`src/rf_mode_consts.vh`:
```
// Constants for the transceiver operating-mode and radio-control block
//
// Summary of operation
// - Four output power levels from pa_power_level.
// - Burst: ramp amplifier up after lock, then down.
// - Ramp step times from ramp_up_step, ramp_down_step.
// - Synthesizer channel from rf_channel_index.
// - Synth on at mode fall; send after lock, ramp.
// - Pre-start timer from mode rise enables synthesizer.
// - Packet discarded if sending starts mid-load.
// - Refresh bit starts measurement, self-clears when done.
// - Digitised strength stored in signal_strength_value.
// - signal_strength_range selects one of two ranges.
// - Indicator asserted above threshold, polarity programmable.
// - Indicator output disabled while mode pin asserted.
// - Strength functions only in continuous transfer mode.
// - Three pins decode into five operating modes.
// - Sleep refuses serial access, loses configuration.
// - Leaving sleep runs 120 ms reset, restores defaults.
// - Stop keeps configuration, refuses serial access.
// - tx_rx_select chooses transmit or receive.
// - transfer_mode_select picks continuous or burst.
// - Standby enters active or configuration without delay.
`ifndef RF_MODE_CONSTS_VH
`define RF_MODE_CONSTS_VH

// ----------------
// Register offsets
// ----------------
`define REG_CHANNEL      5'h00
`define REG_POWER_XTAL   5'h01
`define REG_TRANSFER     5'h02
`define REG_REFRESH      5'h03
`define REG_STRENGTH     5'h04
`define REG_RAMP         5'h07
`define REG_PRESTART     5'h14
`define REG_INDICATOR    5'h17
`define REG_STATUS       5'h1f

// ----------------
// Field positions
// ----------------
`define CH_INDEX_MSB     6
`define TXRX_BIT         7
`define PA_LEVEL_MSB     1
`define XTAL_LSB         2
`define XTAL_MSB         4
`define RANGE_BIT        4
`define POL_BIT          0
`define THRESH_LSB       4

// ----------------
// Reset values
// ----------------
`define RST_CHANNEL      8'h00
`define RST_POWER_XTAL   8'h13
`define RST_TRANSFER     8'h00
`define RST_STRENGTH     8'h00
`define RST_RAMP         8'h00
`define RST_PRESTART     8'h00
`define RST_INDICATOR    8'h81

// ----------------
// Timing, in microseconds, clock rate and pre-start register limit
// ----------------
`define CYC_PER_US       20
`define POR_TIME_US      120000
`define LOCK_TIME_US     170
`define PRESTART_UNIT_US 20
`define PRESTART_MAX     8'hf9
`define RAMP_UNIT_US     5
`define SAMPLE_TIME_US   20

`endif

```
`src/pin_sync.v`:
```
// Three-stage input synchroniser with agreement filter
`timescale 1ns/1ns
module pin_sync (
    input  wire clk,
    input  wire reset,
    input  wire pin,
    output reg  level
);
    reg stage1;
    reg stage2;
    reg stage3;

    // Level only moves once the second and third stages agree
    always @(posedge clk) begin
        if (reset) begin
            stage1 <= 1'b0;
            stage2 <= 1'b0;
            stage3 <= 1'b0;
            level  <= 1'b0;
        end else begin
            stage1 <= pin;
            stage2 <= stage1;
            stage3 <= stage2;
            if (stage2 == stage3) begin
                level <= stage3;
            end
        end
    end
endmodule

```
`src/rf_mode_control.v`:
```
// Operating-mode decode, synthesizer and amplifier sequencing, strength logic
`timescale 1ns/1ns
`include "rf_mode_consts.vh"
module rf_mode_control #(
    parameter POR_CYCLES = 22'h249f00
) (
    input  wire       clk,
    input  wire       reset,
    input  wire       power_state_pin,
    input  wire       config_select_pin,
    input  wire       mode_pin,
    input  wire [4:0] reg_addr,
    input  wire [7:0] reg_wdata,
    input  wire       reg_write,
    input  wire       reg_read,
    output reg  [7:0] reg_rdata,
    input  wire       tx_buffer_busy,
    input  wire       tx_done,
    input  wire [3:0] adc_value,
    output reg  [2:0] mode_state,
    output wire       serial_enable,
    output wire       synth_enable,
    output wire [6:0] synth_channel,
    output wire       pa_enable,
    output reg  [1:0] pa_stage,
    output wire       tx_data_enable,
    output reg        packet_discard,
    output wire       adc_range,
    output wire       measure_active,
    output wire       threshold_indicator_pin,
    output wire       threshold_indicator_oe
);
    // ----------------
    // Mode states and sequencer states
    // ----------------
    localparam ST_SLEEP   = 3'h0;
    localparam ST_POR     = 3'h1;
    localparam ST_STOP    = 3'h2;
    localparam ST_STANDBY = 3'h3;
    localparam ST_CONFIG  = 3'h4;
    localparam ST_ACTIVE  = 3'h5;
    localparam ST_BURST   = 3'h6;

    localparam SQ_IDLE     = 3'h0;
    localparam SQ_PRESTART = 3'h1;
    localparam SQ_LOCK     = 3'h2;
    localparam SQ_WAIT     = 3'h3;
    localparam SQ_RAMPUP   = 3'h4;
    localparam SQ_SEND     = 3'h5;
    localparam SQ_RAMPDN   = 3'h6;
    localparam SQ_RX       = 3'h7;

    localparam [16:0] LOCK_CYCLES   = `LOCK_TIME_US * `CYC_PER_US;
    localparam [16:0] PRE_UNIT      = `PRESTART_UNIT_US * `CYC_PER_US;
    localparam [16:0] RAMP_UNIT     = `RAMP_UNIT_US * `CYC_PER_US;
    localparam [16:0] SAMPLE_CYCLES = `SAMPLE_TIME_US * `CYC_PER_US;

    // ----------------
    // Pin synchronisation and edge detection
    // ----------------
    wire pwr_s;
    wire cfg_s;
    wire mode_n;
    reg  mode_d;

    pin_sync u_sync_pwr  (.clk(clk), .reset(reset), .pin(power_state_pin),   .level(pwr_s));
    pin_sync u_sync_cfg  (.clk(clk), .reset(reset), .pin(config_select_pin), .level(cfg_s));
    pin_sync u_sync_mode (.clk(clk), .reset(reset), .pin(~mode_pin),         .level(mode_n));
    // Mode synchronised inverted so reset reads as sleep, not a false wake
    wire mode_s = ~mode_n;

    // Edges come from filtered samples only
    always @(posedge clk) begin
        if (reset) begin
            mode_d <= 1'b1;
        end else begin
            mode_d <= mode_s;
        end
    end
    wire mode_rise = mode_s & ~mode_d;
    wire mode_fall = ~mode_s & mode_d;

    // ----------------
    // Configuration registers
    // ----------------
    reg [7:0] r_channel;
    reg [7:0] r_power_xtal;
    reg [7:0] r_transfer;
    reg       r_refresh;
    reg [7:0] r_strength;
    reg [7:0] r_ramp;
    reg [7:0] r_prestart;
    reg [7:0] r_indicator;

    wire       tx_select  = r_channel[`TXRX_BIT];
    wire       burst_mode = r_transfer[0];
    wire [1:0] pa_level   = r_power_xtal[`PA_LEVEL_MSB:0];
    wire [3:0] thresh     = r_indicator[7:`THRESH_LSB];
    wire [3:0] up_step    = r_ramp[3:0];
    wire [3:0] dn_step    = r_ramp[7:4];

    // No access in sleep, power-up reset or stop
    assign serial_enable = (mode_state == ST_STANDBY) || (mode_state == ST_CONFIG) ||
                           (mode_state == ST_ACTIVE)  || (mode_state == ST_BURST);
    wire wr_ok = reg_write & serial_enable;
    wire rd_ok = reg_read & serial_enable;
    wire meas_done;
    wire refresh_ok = ~burst_mode & (mode_state == ST_ACTIVE) & ~tx_select;

    // Sleep loses contents; defaults hold until the reset ends
    always @(posedge clk) begin
        if (reset || mode_state == ST_SLEEP || mode_state == ST_POR) begin
            r_channel    <= `RST_CHANNEL;
            r_power_xtal <= `RST_POWER_XTAL;
            r_transfer   <= `RST_TRANSFER;
            r_refresh    <= 1'b0;
            r_strength   <= `RST_STRENGTH;
            r_ramp       <= `RST_RAMP;
            r_prestart   <= `RST_PRESTART;
            r_indicator  <= `RST_INDICATOR;
        end else begin
            if (wr_ok) begin
                case (reg_addr)
                    `REG_CHANNEL:    r_channel    <= reg_wdata;
                    `REG_POWER_XTAL: r_power_xtal <= reg_wdata;
                    `REG_TRANSFER:   r_transfer   <= reg_wdata;
                    `REG_RAMP:       r_ramp       <= reg_wdata;
                    `REG_PRESTART:   r_prestart   <= reg_wdata;
                    `REG_INDICATOR:  r_indicator  <= reg_wdata;
                    default: ;
                endcase
            end
            // Range bit is writable, value field is hardware-owned
            if (wr_ok && reg_addr == `REG_STRENGTH) begin
                r_strength[`RANGE_BIT] <= reg_wdata[`RANGE_BIT];
            end
            if (meas_done) begin
                r_strength[3:0] <= adc_value;
            end
            // A new start written as the sample ends wins over the clear
            if (wr_ok && reg_addr == `REG_REFRESH && reg_wdata[0] && refresh_ok) begin
                r_refresh <= 1'b1;
            end else if (meas_done || !refresh_ok) begin
                r_refresh <= 1'b0;
            end
        end
    end

    // Read data one cycle after the strobe; refused reads give zero
    always @(posedge clk) begin
        if (reset) begin
            reg_rdata <= 8'h00;
        end else if (rd_ok) begin
            case (reg_addr)
                `REG_CHANNEL:    reg_rdata <= r_channel;
                `REG_POWER_XTAL: reg_rdata <= r_power_xtal;
                `REG_TRANSFER:   reg_rdata <= r_transfer;
                `REG_REFRESH:    reg_rdata <= {7'h00, r_refresh};
                `REG_STRENGTH:   reg_rdata <= r_strength;
                `REG_RAMP:       reg_rdata <= r_ramp;
                `REG_PRESTART:   reg_rdata <= r_prestart;
                `REG_INDICATOR:  reg_rdata <= r_indicator;
                `REG_STATUS:     reg_rdata <= {pa_enable, pa_stage, synth_enable, 1'b0,
                                               mode_state};
                default:         reg_rdata <= 8'h00;
            endcase
        end else begin
            reg_rdata <= 8'h00;
        end
    end

    // ----------------
    // Operating-mode decoder
    // ----------------
    reg  [21:0] por_count;
    reg  [2:0]  next_mode;
    reg  [2:0]  seq;
    wire        seq_finished;

    // Pin combination to mode; undefined ones keep the current mode
    reg [2:0] pin_mode;
    always @* begin
        pin_mode = mode_state;
        if (!pwr_s && mode_s) begin
            pin_mode = ST_SLEEP;
        end else if (!pwr_s && !cfg_s && !mode_s) begin
            pin_mode = ST_STOP;
        end else if (pwr_s && !cfg_s && !mode_s) begin
            pin_mode = ST_STANDBY;
        end else if (pwr_s && cfg_s && !mode_s) begin
            pin_mode = ST_CONFIG;
        end else if (pwr_s && !cfg_s && mode_s) begin
            pin_mode = ST_ACTIVE;
        end
    end

    always @* begin
        next_mode = mode_state;
        case (mode_state)
            ST_SLEEP: begin
                if (pin_mode != ST_SLEEP) begin
                    next_mode = ST_POR;
                end
            end
            ST_POR: begin
                if (pin_mode == ST_SLEEP) begin
                    next_mode = ST_SLEEP;
                end else if (por_count == POR_CYCLES - 22'h000001) begin
                    next_mode = pin_mode;
                end
            end
            ST_ACTIVE: begin
                // Mode pin falling in burst transmit starts the packet
                if (pin_mode == ST_STANDBY && mode_fall && tx_select && burst_mode) begin
                    next_mode = ST_BURST;
                end else begin
                    next_mode = pin_mode;
                end
            end
            ST_BURST: begin
                if (pin_mode == ST_SLEEP) begin
                    next_mode = ST_SLEEP;
                end else if (seq_finished) begin
                    next_mode = pin_mode;
                end
            end
            ST_STOP, ST_STANDBY, ST_CONFIG: begin
                next_mode = pin_mode; // No start-up delay from standby
            end
            default: next_mode = ST_SLEEP;
        endcase
    end

    // Power-up reset counter runs only in its own state
    always @(posedge clk) begin
        if (reset) begin
            mode_state <= ST_SLEEP;
            por_count  <= 22'h000000;
        end else begin
            mode_state <= next_mode;
            if (mode_state == ST_POR) begin
                por_count <= por_count + 22'h000001;
            end else begin
                por_count <= 22'h000000;
            end
        end
    end

    // ----------------
    // Synthesizer and amplifier sequencer
    // ----------------
    reg  [16:0] timer;
    wire [7:0]  pre_sat    = (r_prestart > `PRESTART_MAX) ? `PRESTART_MAX : r_prestart;
    wire [16:0] pre_cycles = ({9'h000, pre_sat} + 17'h00001) * PRE_UNIT;
    wire [16:0] up_cycles  = ({13'h0000, up_step} + 17'h00001) * RAMP_UNIT;
    wire [16:0] dn_cycles  = ({13'h0000, dn_step} + 17'h00001) * RAMP_UNIT;
    wire        in_radio   = (next_mode == ST_ACTIVE) || (next_mode == ST_BURST);
    wire        timer_done = (timer == 17'h00000);
    wire        to_burst   = (next_mode == ST_BURST);

    assign seq_finished   = (seq == SQ_IDLE);
    assign synth_enable   = (seq != SQ_IDLE) && (seq != SQ_PRESTART);
    assign synth_channel  = r_channel[`CH_INDEX_MSB:0];
    assign pa_enable      = (seq == SQ_RAMPUP) || (seq == SQ_SEND) || (seq == SQ_RAMPDN);
    assign tx_data_enable = (seq == SQ_SEND); // Data only after lock and full ramp

    // Locking, ramping and sending; leaving the radio modes aborts at once
    always @(posedge clk) begin
        if (reset) begin
            seq            <= SQ_IDLE;
            timer          <= 17'h00000;
            pa_stage       <= 2'h0;
            packet_discard <= 1'b0;
        end else begin
            packet_discard <= 1'b0;
            if (!timer_done) begin
                timer <= timer - 17'h00001;
            end
            if (!in_radio) begin
                seq      <= SQ_IDLE;
                pa_stage <= 2'h0;
                timer    <= 17'h00000;
            end else begin
                case (seq)
                    SQ_IDLE: begin
                        if (next_mode == ST_ACTIVE && !tx_select) begin
                            seq   <= SQ_LOCK;
                            timer <= LOCK_CYCLES;
                        end else if (mode_rise && tx_select && burst_mode) begin
                            seq   <= SQ_PRESTART;
                            timer <= pre_cycles;
                        end else if (to_burst) begin
                            seq   <= SQ_LOCK;
                            timer <= LOCK_CYCLES;
                        end
                    end
                    SQ_PRESTART: begin
                        if (timer_done || to_burst) begin
                            seq   <= SQ_LOCK;
                            timer <= LOCK_CYCLES;
                        end
                    end
                    SQ_LOCK: begin
                        if (timer_done) begin
                            seq <= tx_select ? SQ_WAIT : SQ_RX;
                        end
                    end
                    SQ_WAIT: begin
                        // Locked early by pre-start: hold until the packet starts
                        if (mode_state == ST_BURST) begin
                            seq      <= SQ_RAMPUP;
                            pa_stage <= 2'h0;
                            timer    <= up_cycles;
                        end
                    end
                    SQ_RAMPUP: begin
                        if (timer_done) begin
                            if (pa_stage == pa_level) begin
                                if (tx_buffer_busy) begin
                                    packet_discard <= 1'b1;
                                    seq            <= SQ_RAMPDN;
                                    timer          <= dn_cycles;
                                end else begin
                                    seq <= SQ_SEND;
                                end
                            end else begin
                                pa_stage <= pa_stage + 2'h1;
                                timer    <= up_cycles;
                            end
                        end
                    end
                    SQ_SEND: begin
                        if (tx_done) begin
                            seq   <= SQ_RAMPDN;
                            timer <= dn_cycles;
                        end
                    end
                    SQ_RAMPDN: begin
                        if (timer_done) begin
                            if (pa_stage == 2'h0) begin
                                seq <= SQ_IDLE; // Amplifier fully off
                            end else begin
                                pa_stage <= pa_stage - 2'h1;
                                timer    <= dn_cycles;
                            end
                        end
                    end
                    SQ_RX: begin
                        seq <= SQ_RX;
                    end
                    default: seq <= SQ_IDLE;
                endcase
            end
        end
    end

    // ----------------
    // Signal-strength measurement and threshold indicator
    // ----------------
    reg [16:0] meas_timer;
    reg        meas_run;

    // A sample lasts a fixed time from the refresh write
    always @(posedge clk) begin
        if (reset || !r_refresh) begin
            meas_run   <= 1'b0;
            meas_timer <= 17'h00000;
        end else if (!meas_run) begin
            meas_run   <= 1'b1;
            meas_timer <= SAMPLE_CYCLES - 17'h00001;
        end else if (meas_timer != 17'h00000) begin
            meas_timer <= meas_timer - 17'h00001;
        end
    end
    assign meas_done      = meas_run && (meas_timer == 17'h00000);
    assign measure_active = r_refresh;
    assign adc_range      = r_strength[`RANGE_BIT];

    // Compare against threshold; off during mode pin and in burst mode
    wire above = (r_strength[3:0] > thresh);
    assign threshold_indicator_pin = above ? r_indicator[`POL_BIT] : ~r_indicator[`POL_BIT];
    assign threshold_indicator_oe  = ~mode_s & ~burst_mode & serial_enable;
endmodule

```
`config.mk`:
```
export PLATFORM = sky130hd
export DESIGN_NAME = rf_mode_control
export DESIGN_NICKNAME = d
export VERILOG_FILES = /design/src/pin_sync.v /design/src/rf_mode_control.v
export VERILOG_INCLUDE_DIRS = /design/src /design/src/src
export SDC_FILE = /design/constraint.sdc
export NUM_CORES = 1
export LEC_CHECK = 0
export BUFFER_PORTS_ARGS = -buffer_cell sky130_fd_sc_hd__buf_2
export CELL_PAD_IN_SITES_DETAIL_PLACEMENT = 1
export CELL_PAD_IN_SITES_GLOBAL_PLACEMENT = 1
export CORE_ASPECT_RATIO = 2
export CORE_MARGIN = 1
export CORE_UTILIZATION = 45
export CTS_BUF_LIST = sky130_fd_sc_hd__clkbuf_4
export DETAILED_ROUTE_END_ITERATION = 7
export GPL_TIMING_DRIVEN = 0
export HOLD_SLACK_MARGIN = 0.05
export PLACE_DENSITY = 0.8
export SYNTH_ARGS = -nofsm -noshare
export SYNTH_HDL_FRONTEND = slang
export SYNTH_SLANG_ARGS = --single-unit
```
`constraint.sdc`:
```
create_clock -name clk -period 9.45 [get_ports clk]
set_clock_uncertainty 0.05 [all_clocks]
set_input_delay 1.4175 -clock clk [delete_from_list [all_inputs] [get_ports clk]]
set_output_delay 1.4175 -clock clk [all_outputs]
set_load 0.01 [all_outputs]
```
==> key figures <==
Synth
  • Total number of yosys warnings: 0
  • Top cells by area, synth: dfxtp_1 (31%), ha_1 (9.7%), mux2i_1 (5.7%), nor2_1 (5.3%), nand2_1 (4.5%)
  • Top-area cell type share of the netlist area: 0.314
  • #FFs+latches synth: between 100 and 150
  • Post-synth EDFFs: 0
  • Ys async rst share: 0
  • Post-Synthesis Cells: 1102
  • Primary FF master, synth: dfxtp_1
  • Synthesized cell area: 8980 sq um
  • Post-synth top area cell: dfxtp_1
  • Post-synth cell types: 80
  • Syn_nets: between 1000 and 1500
  • Seq/Total Area, Yosys: 0.314
  • Avg Cell Area, Syn: 8.15 sq um

Global route
  • Largest net degree at the start of global routing: 17
  • Number of global-route vias before repair: about 9100
  • GRT Total Usage: 0.293
  • Initial antenna violation count: 1
  • GRT overflow: 0
  • First-pass GRT wire length: 45500 um

Layout
  • Post-layout util: 0.506
  • Nets: 1276
  • Area growth syn-to-layout: 9.53%
  • Non-filler cells, final: 1447
  • Fraction of layout cells with a size suffix above 1: 0.0986

Power and ir drop
  • Power per cell area: 103 nW/um^2
  • PnR Total Power: around 0.001 W
  • Maximum VDD drop: 88.9 uV
  • Pleak: approximately 4.2 nW

CTS
  • CTS clk-pin slew, worst paths: about 0.13 ns
  • Clk Latency, worst-skew pair: 0.63 ns
  • Worst-case clock buffer depth: 2
  • Post-CTS Resized: 0
  • Post CTS Setup Buffer Count: 0
  • CTS Buf Count: 17
  • # hold bufs at CTS: 0
  • Root Buffer: clkbuf_4
  • CTS H-tree lvls: 4
  • CTS tree: done
  • CTS Sinks: about 140

STA
  • Relative slew margins: 0.119
  • Hold WS: between 0.4 and 0.5 ns
  • Max Transition Viols Final: 0
  • RSZ-0062 raised after global routing: false
  • Endpoints failing hold: 0
  • Total Neg Setup Slack: 0 ns
  • Period minus WS final: 5.33 ns
  • Setup violators final: 0
  • Peak Freq: 188 MHz
  • Period utilisation layout: 0.564
  • Worst Tran Pin Value: 1.31 ns

Detailed routing
  • Routed WL: 28300 um
  • DR vias: 8406
  • DR iter-0 viols: 315
  • Routed vias/inst: just under 6
  • TritonRoute pass-1 iters: 5
  • Post-route DRC: 0
  • Wire per inst: 19.6 um
  • Final antenna-violating net count: 0

Critical path
  • Critical path class: reg -> reg
  • Crit path required time: roughly 9.9 ns
  • R2R Path End: timer[16]
  • Worst setup SP type: flop
  • Maximum fanout along the worst path: 7
  • R2r startpoint: r_prestart[3]
  • Worst r2r path cells: 20
  • Crit end category: flop
  • Data arrival time of the worst path: 5.78 ns
  • Register-to-register setup slack: 4.12 ns

Placement
  • PortBufs: 53
  • Routability cong.: about 0.96
  • Dpl cells: 1414
  • Post-DP HPWL: ~23000 um

Die
  • Core Area: roughly 20000 sq um
  • FP Rows: 72
  • I/O pins: between 50 and 60
  • Die area: roughly 21000 sq um
  • Chip width: 102 um
  • Die Y: 202 um
  • Starting Density: 0.462

Run
  • Max Cap Viol: 0

Status
  • Run status: completed

Hold path
  • Hold Crit Endpoint: u_sync_cfg.stage2
  • Hold_sp: u_sync_cfg.stage1
  • Min-delay worst type: reg -> reg
  • Hold depth: 1
state kept, by name, summed over array words and instances (netlist names), 5 cells and up:
register      count
por_count        22
reg_rdata         8
r_transfer        8
meas_timer       17
timer            17
r_channel         8
r_prestart        8
r_indicator       8
r_ramp            8
r_power_xtal      8
r_strength        5
how the worst max path moves through the flow:
stage                  start        end  slack (ns)  cells after the start
2_1_floorplan  r_prestart[3]  timer[16]        5.17                     21
3_3_place_gp   r_prestart[3]  timer[16]        4.34                     20
3_5_place_dp   r_prestart[3]  timer[16]        4.18                     20
4_1_cts        r_prestart[3]  timer[16]        4.13                     20
5_1_grt        r_prestart[3]  timer[16]        3.79                     20
6_report       r_prestart[3]  timer[16]        4.12                     20
where the power goes:
| part | internal [W] | leakage, nW | switching [W] | total (W) |
|---|---|---|---|---|
| registers | 0.000596 | 1.14 | 0.000000594 | 0.000597 |
| clock network | 0.000133 | 0.131 | 0.000255 | 0.000388 |
| logic | 0.0000104 | 2.90 | 0.0000213 | 0.0000318 |
layout make-up:
type,instances,area [sq um]
Antenna cell,1,2.50
Clock inverter,15,136
Multi-Input combinational cell,853,5720
Fill cell,2538,9620
Buffer,52,234
Clock buffer,17,128
Inverter,56,210
Tap cell,259,324
Timing Repair Buffer,53,265
Sequential cell,141,2820
placed cells by master, fill, tap and decap left out, types with 4 or more instances in the layout:
master and instances:
a21o_1 4, a21oi_1 71, a221oi_1 4, a222oi_1 5, a22oi_1 4, a31oi_1 11
and2_1 14, and3_1 12, buf_2 57, buf_4 7, clkbuf_1 38, clkbuf_4 17
clkinvlp_4 5, dfxtp_1 141, fa_1 6, ha_1 70, inv_1 56, inv_6 4
mux2i_1 51, nand2_1 107, nand2b_1 11, nand3_1 48, nand3b_1 4, nand4_1 9
nor2_1 128, nor2b_1 26, nor3_1 25, nor4_1 10, o211ai_1 4, o21ai_0 47
o21bai_1 7, o22ai_1 11, o31ai_1 4, or2_2 4, or3_1 7, xnor2_1 40
xor2_1 41
per-stage QoR:
| stage | setup WS, ns | instance area [sq um] |
|---|---|---|
| floorplan | 5.17 | 8980 |
| global placement | 4.34 | 9570 |
| detailed placement | 4.18 | 9570 |
| CTS | 4.13 | 9840 |
| global route | 3.79 | 9840 |
| finish | 4.12 | 9840 |
synth_stat cells (5+ instances only):
library cell and n:
and3_1 12, mux2i_1 51, a222oi_1 5, clkbuf_1 38
nor4_1 10, xor2_1 41, xnor2_1 40, nor2b_1 26
nand2b_1 11, buf_4 7, a21oi_1 71, dfxtp_1 141
inv_1 56, fa_1 6, nand2_1 107, nand3_1 48
o21bai_1 7, ha_1 70, nor3_1 25, o22ai_1 11
o21ai_0 47, and2_1 14, or3_1 7, nand4_1 9
a31oi_1 11, nor2_1 128
layer usage:
layer | part of all wire | vias up | track usage
met5 | 0 | - | 0
met4 | 0.074 | 0 | 0.220
met3 | 0.032 | 119 | 0.0533
met2 | 0.55 | 188 | 0.547
met1 | 0.35 | 4084 | 0.270
li1 | - | 4015 | -
logic make-up after synthesis:
family          share of synthesized area
buf+inv                            0.0494
mux                                0.0593
fa+ha+maj                           0.112
simple gates                        0.231
xor+xnor                           0.0790
flops                               0.314
other cells                      0.000836
compound gates                      0.154
critical path, cell delays in order, from the launching register on:
cell and delay [ns]:
dfxtp_1 0.33, clkbuf_1 0.31, nand4_1 0.23, o21bai_1 0.46, ha_1 0.31, nand4_1 0.13, xnor2_1 0.43, ha_1 0.32
ha_1 0.28, inv_1 0.05, fa_1 0.53, inv_1 0.06, ha_1 0.32, inv_1 0.08, nor2_1 0.05, nor2_1 0.16
o21bai_1 0.11, a2111oi_0 0.54, o21ai_0 0.20, nand3b_1 0.19, a21oi_1 0.08
(Power assumes the default switching activity.)
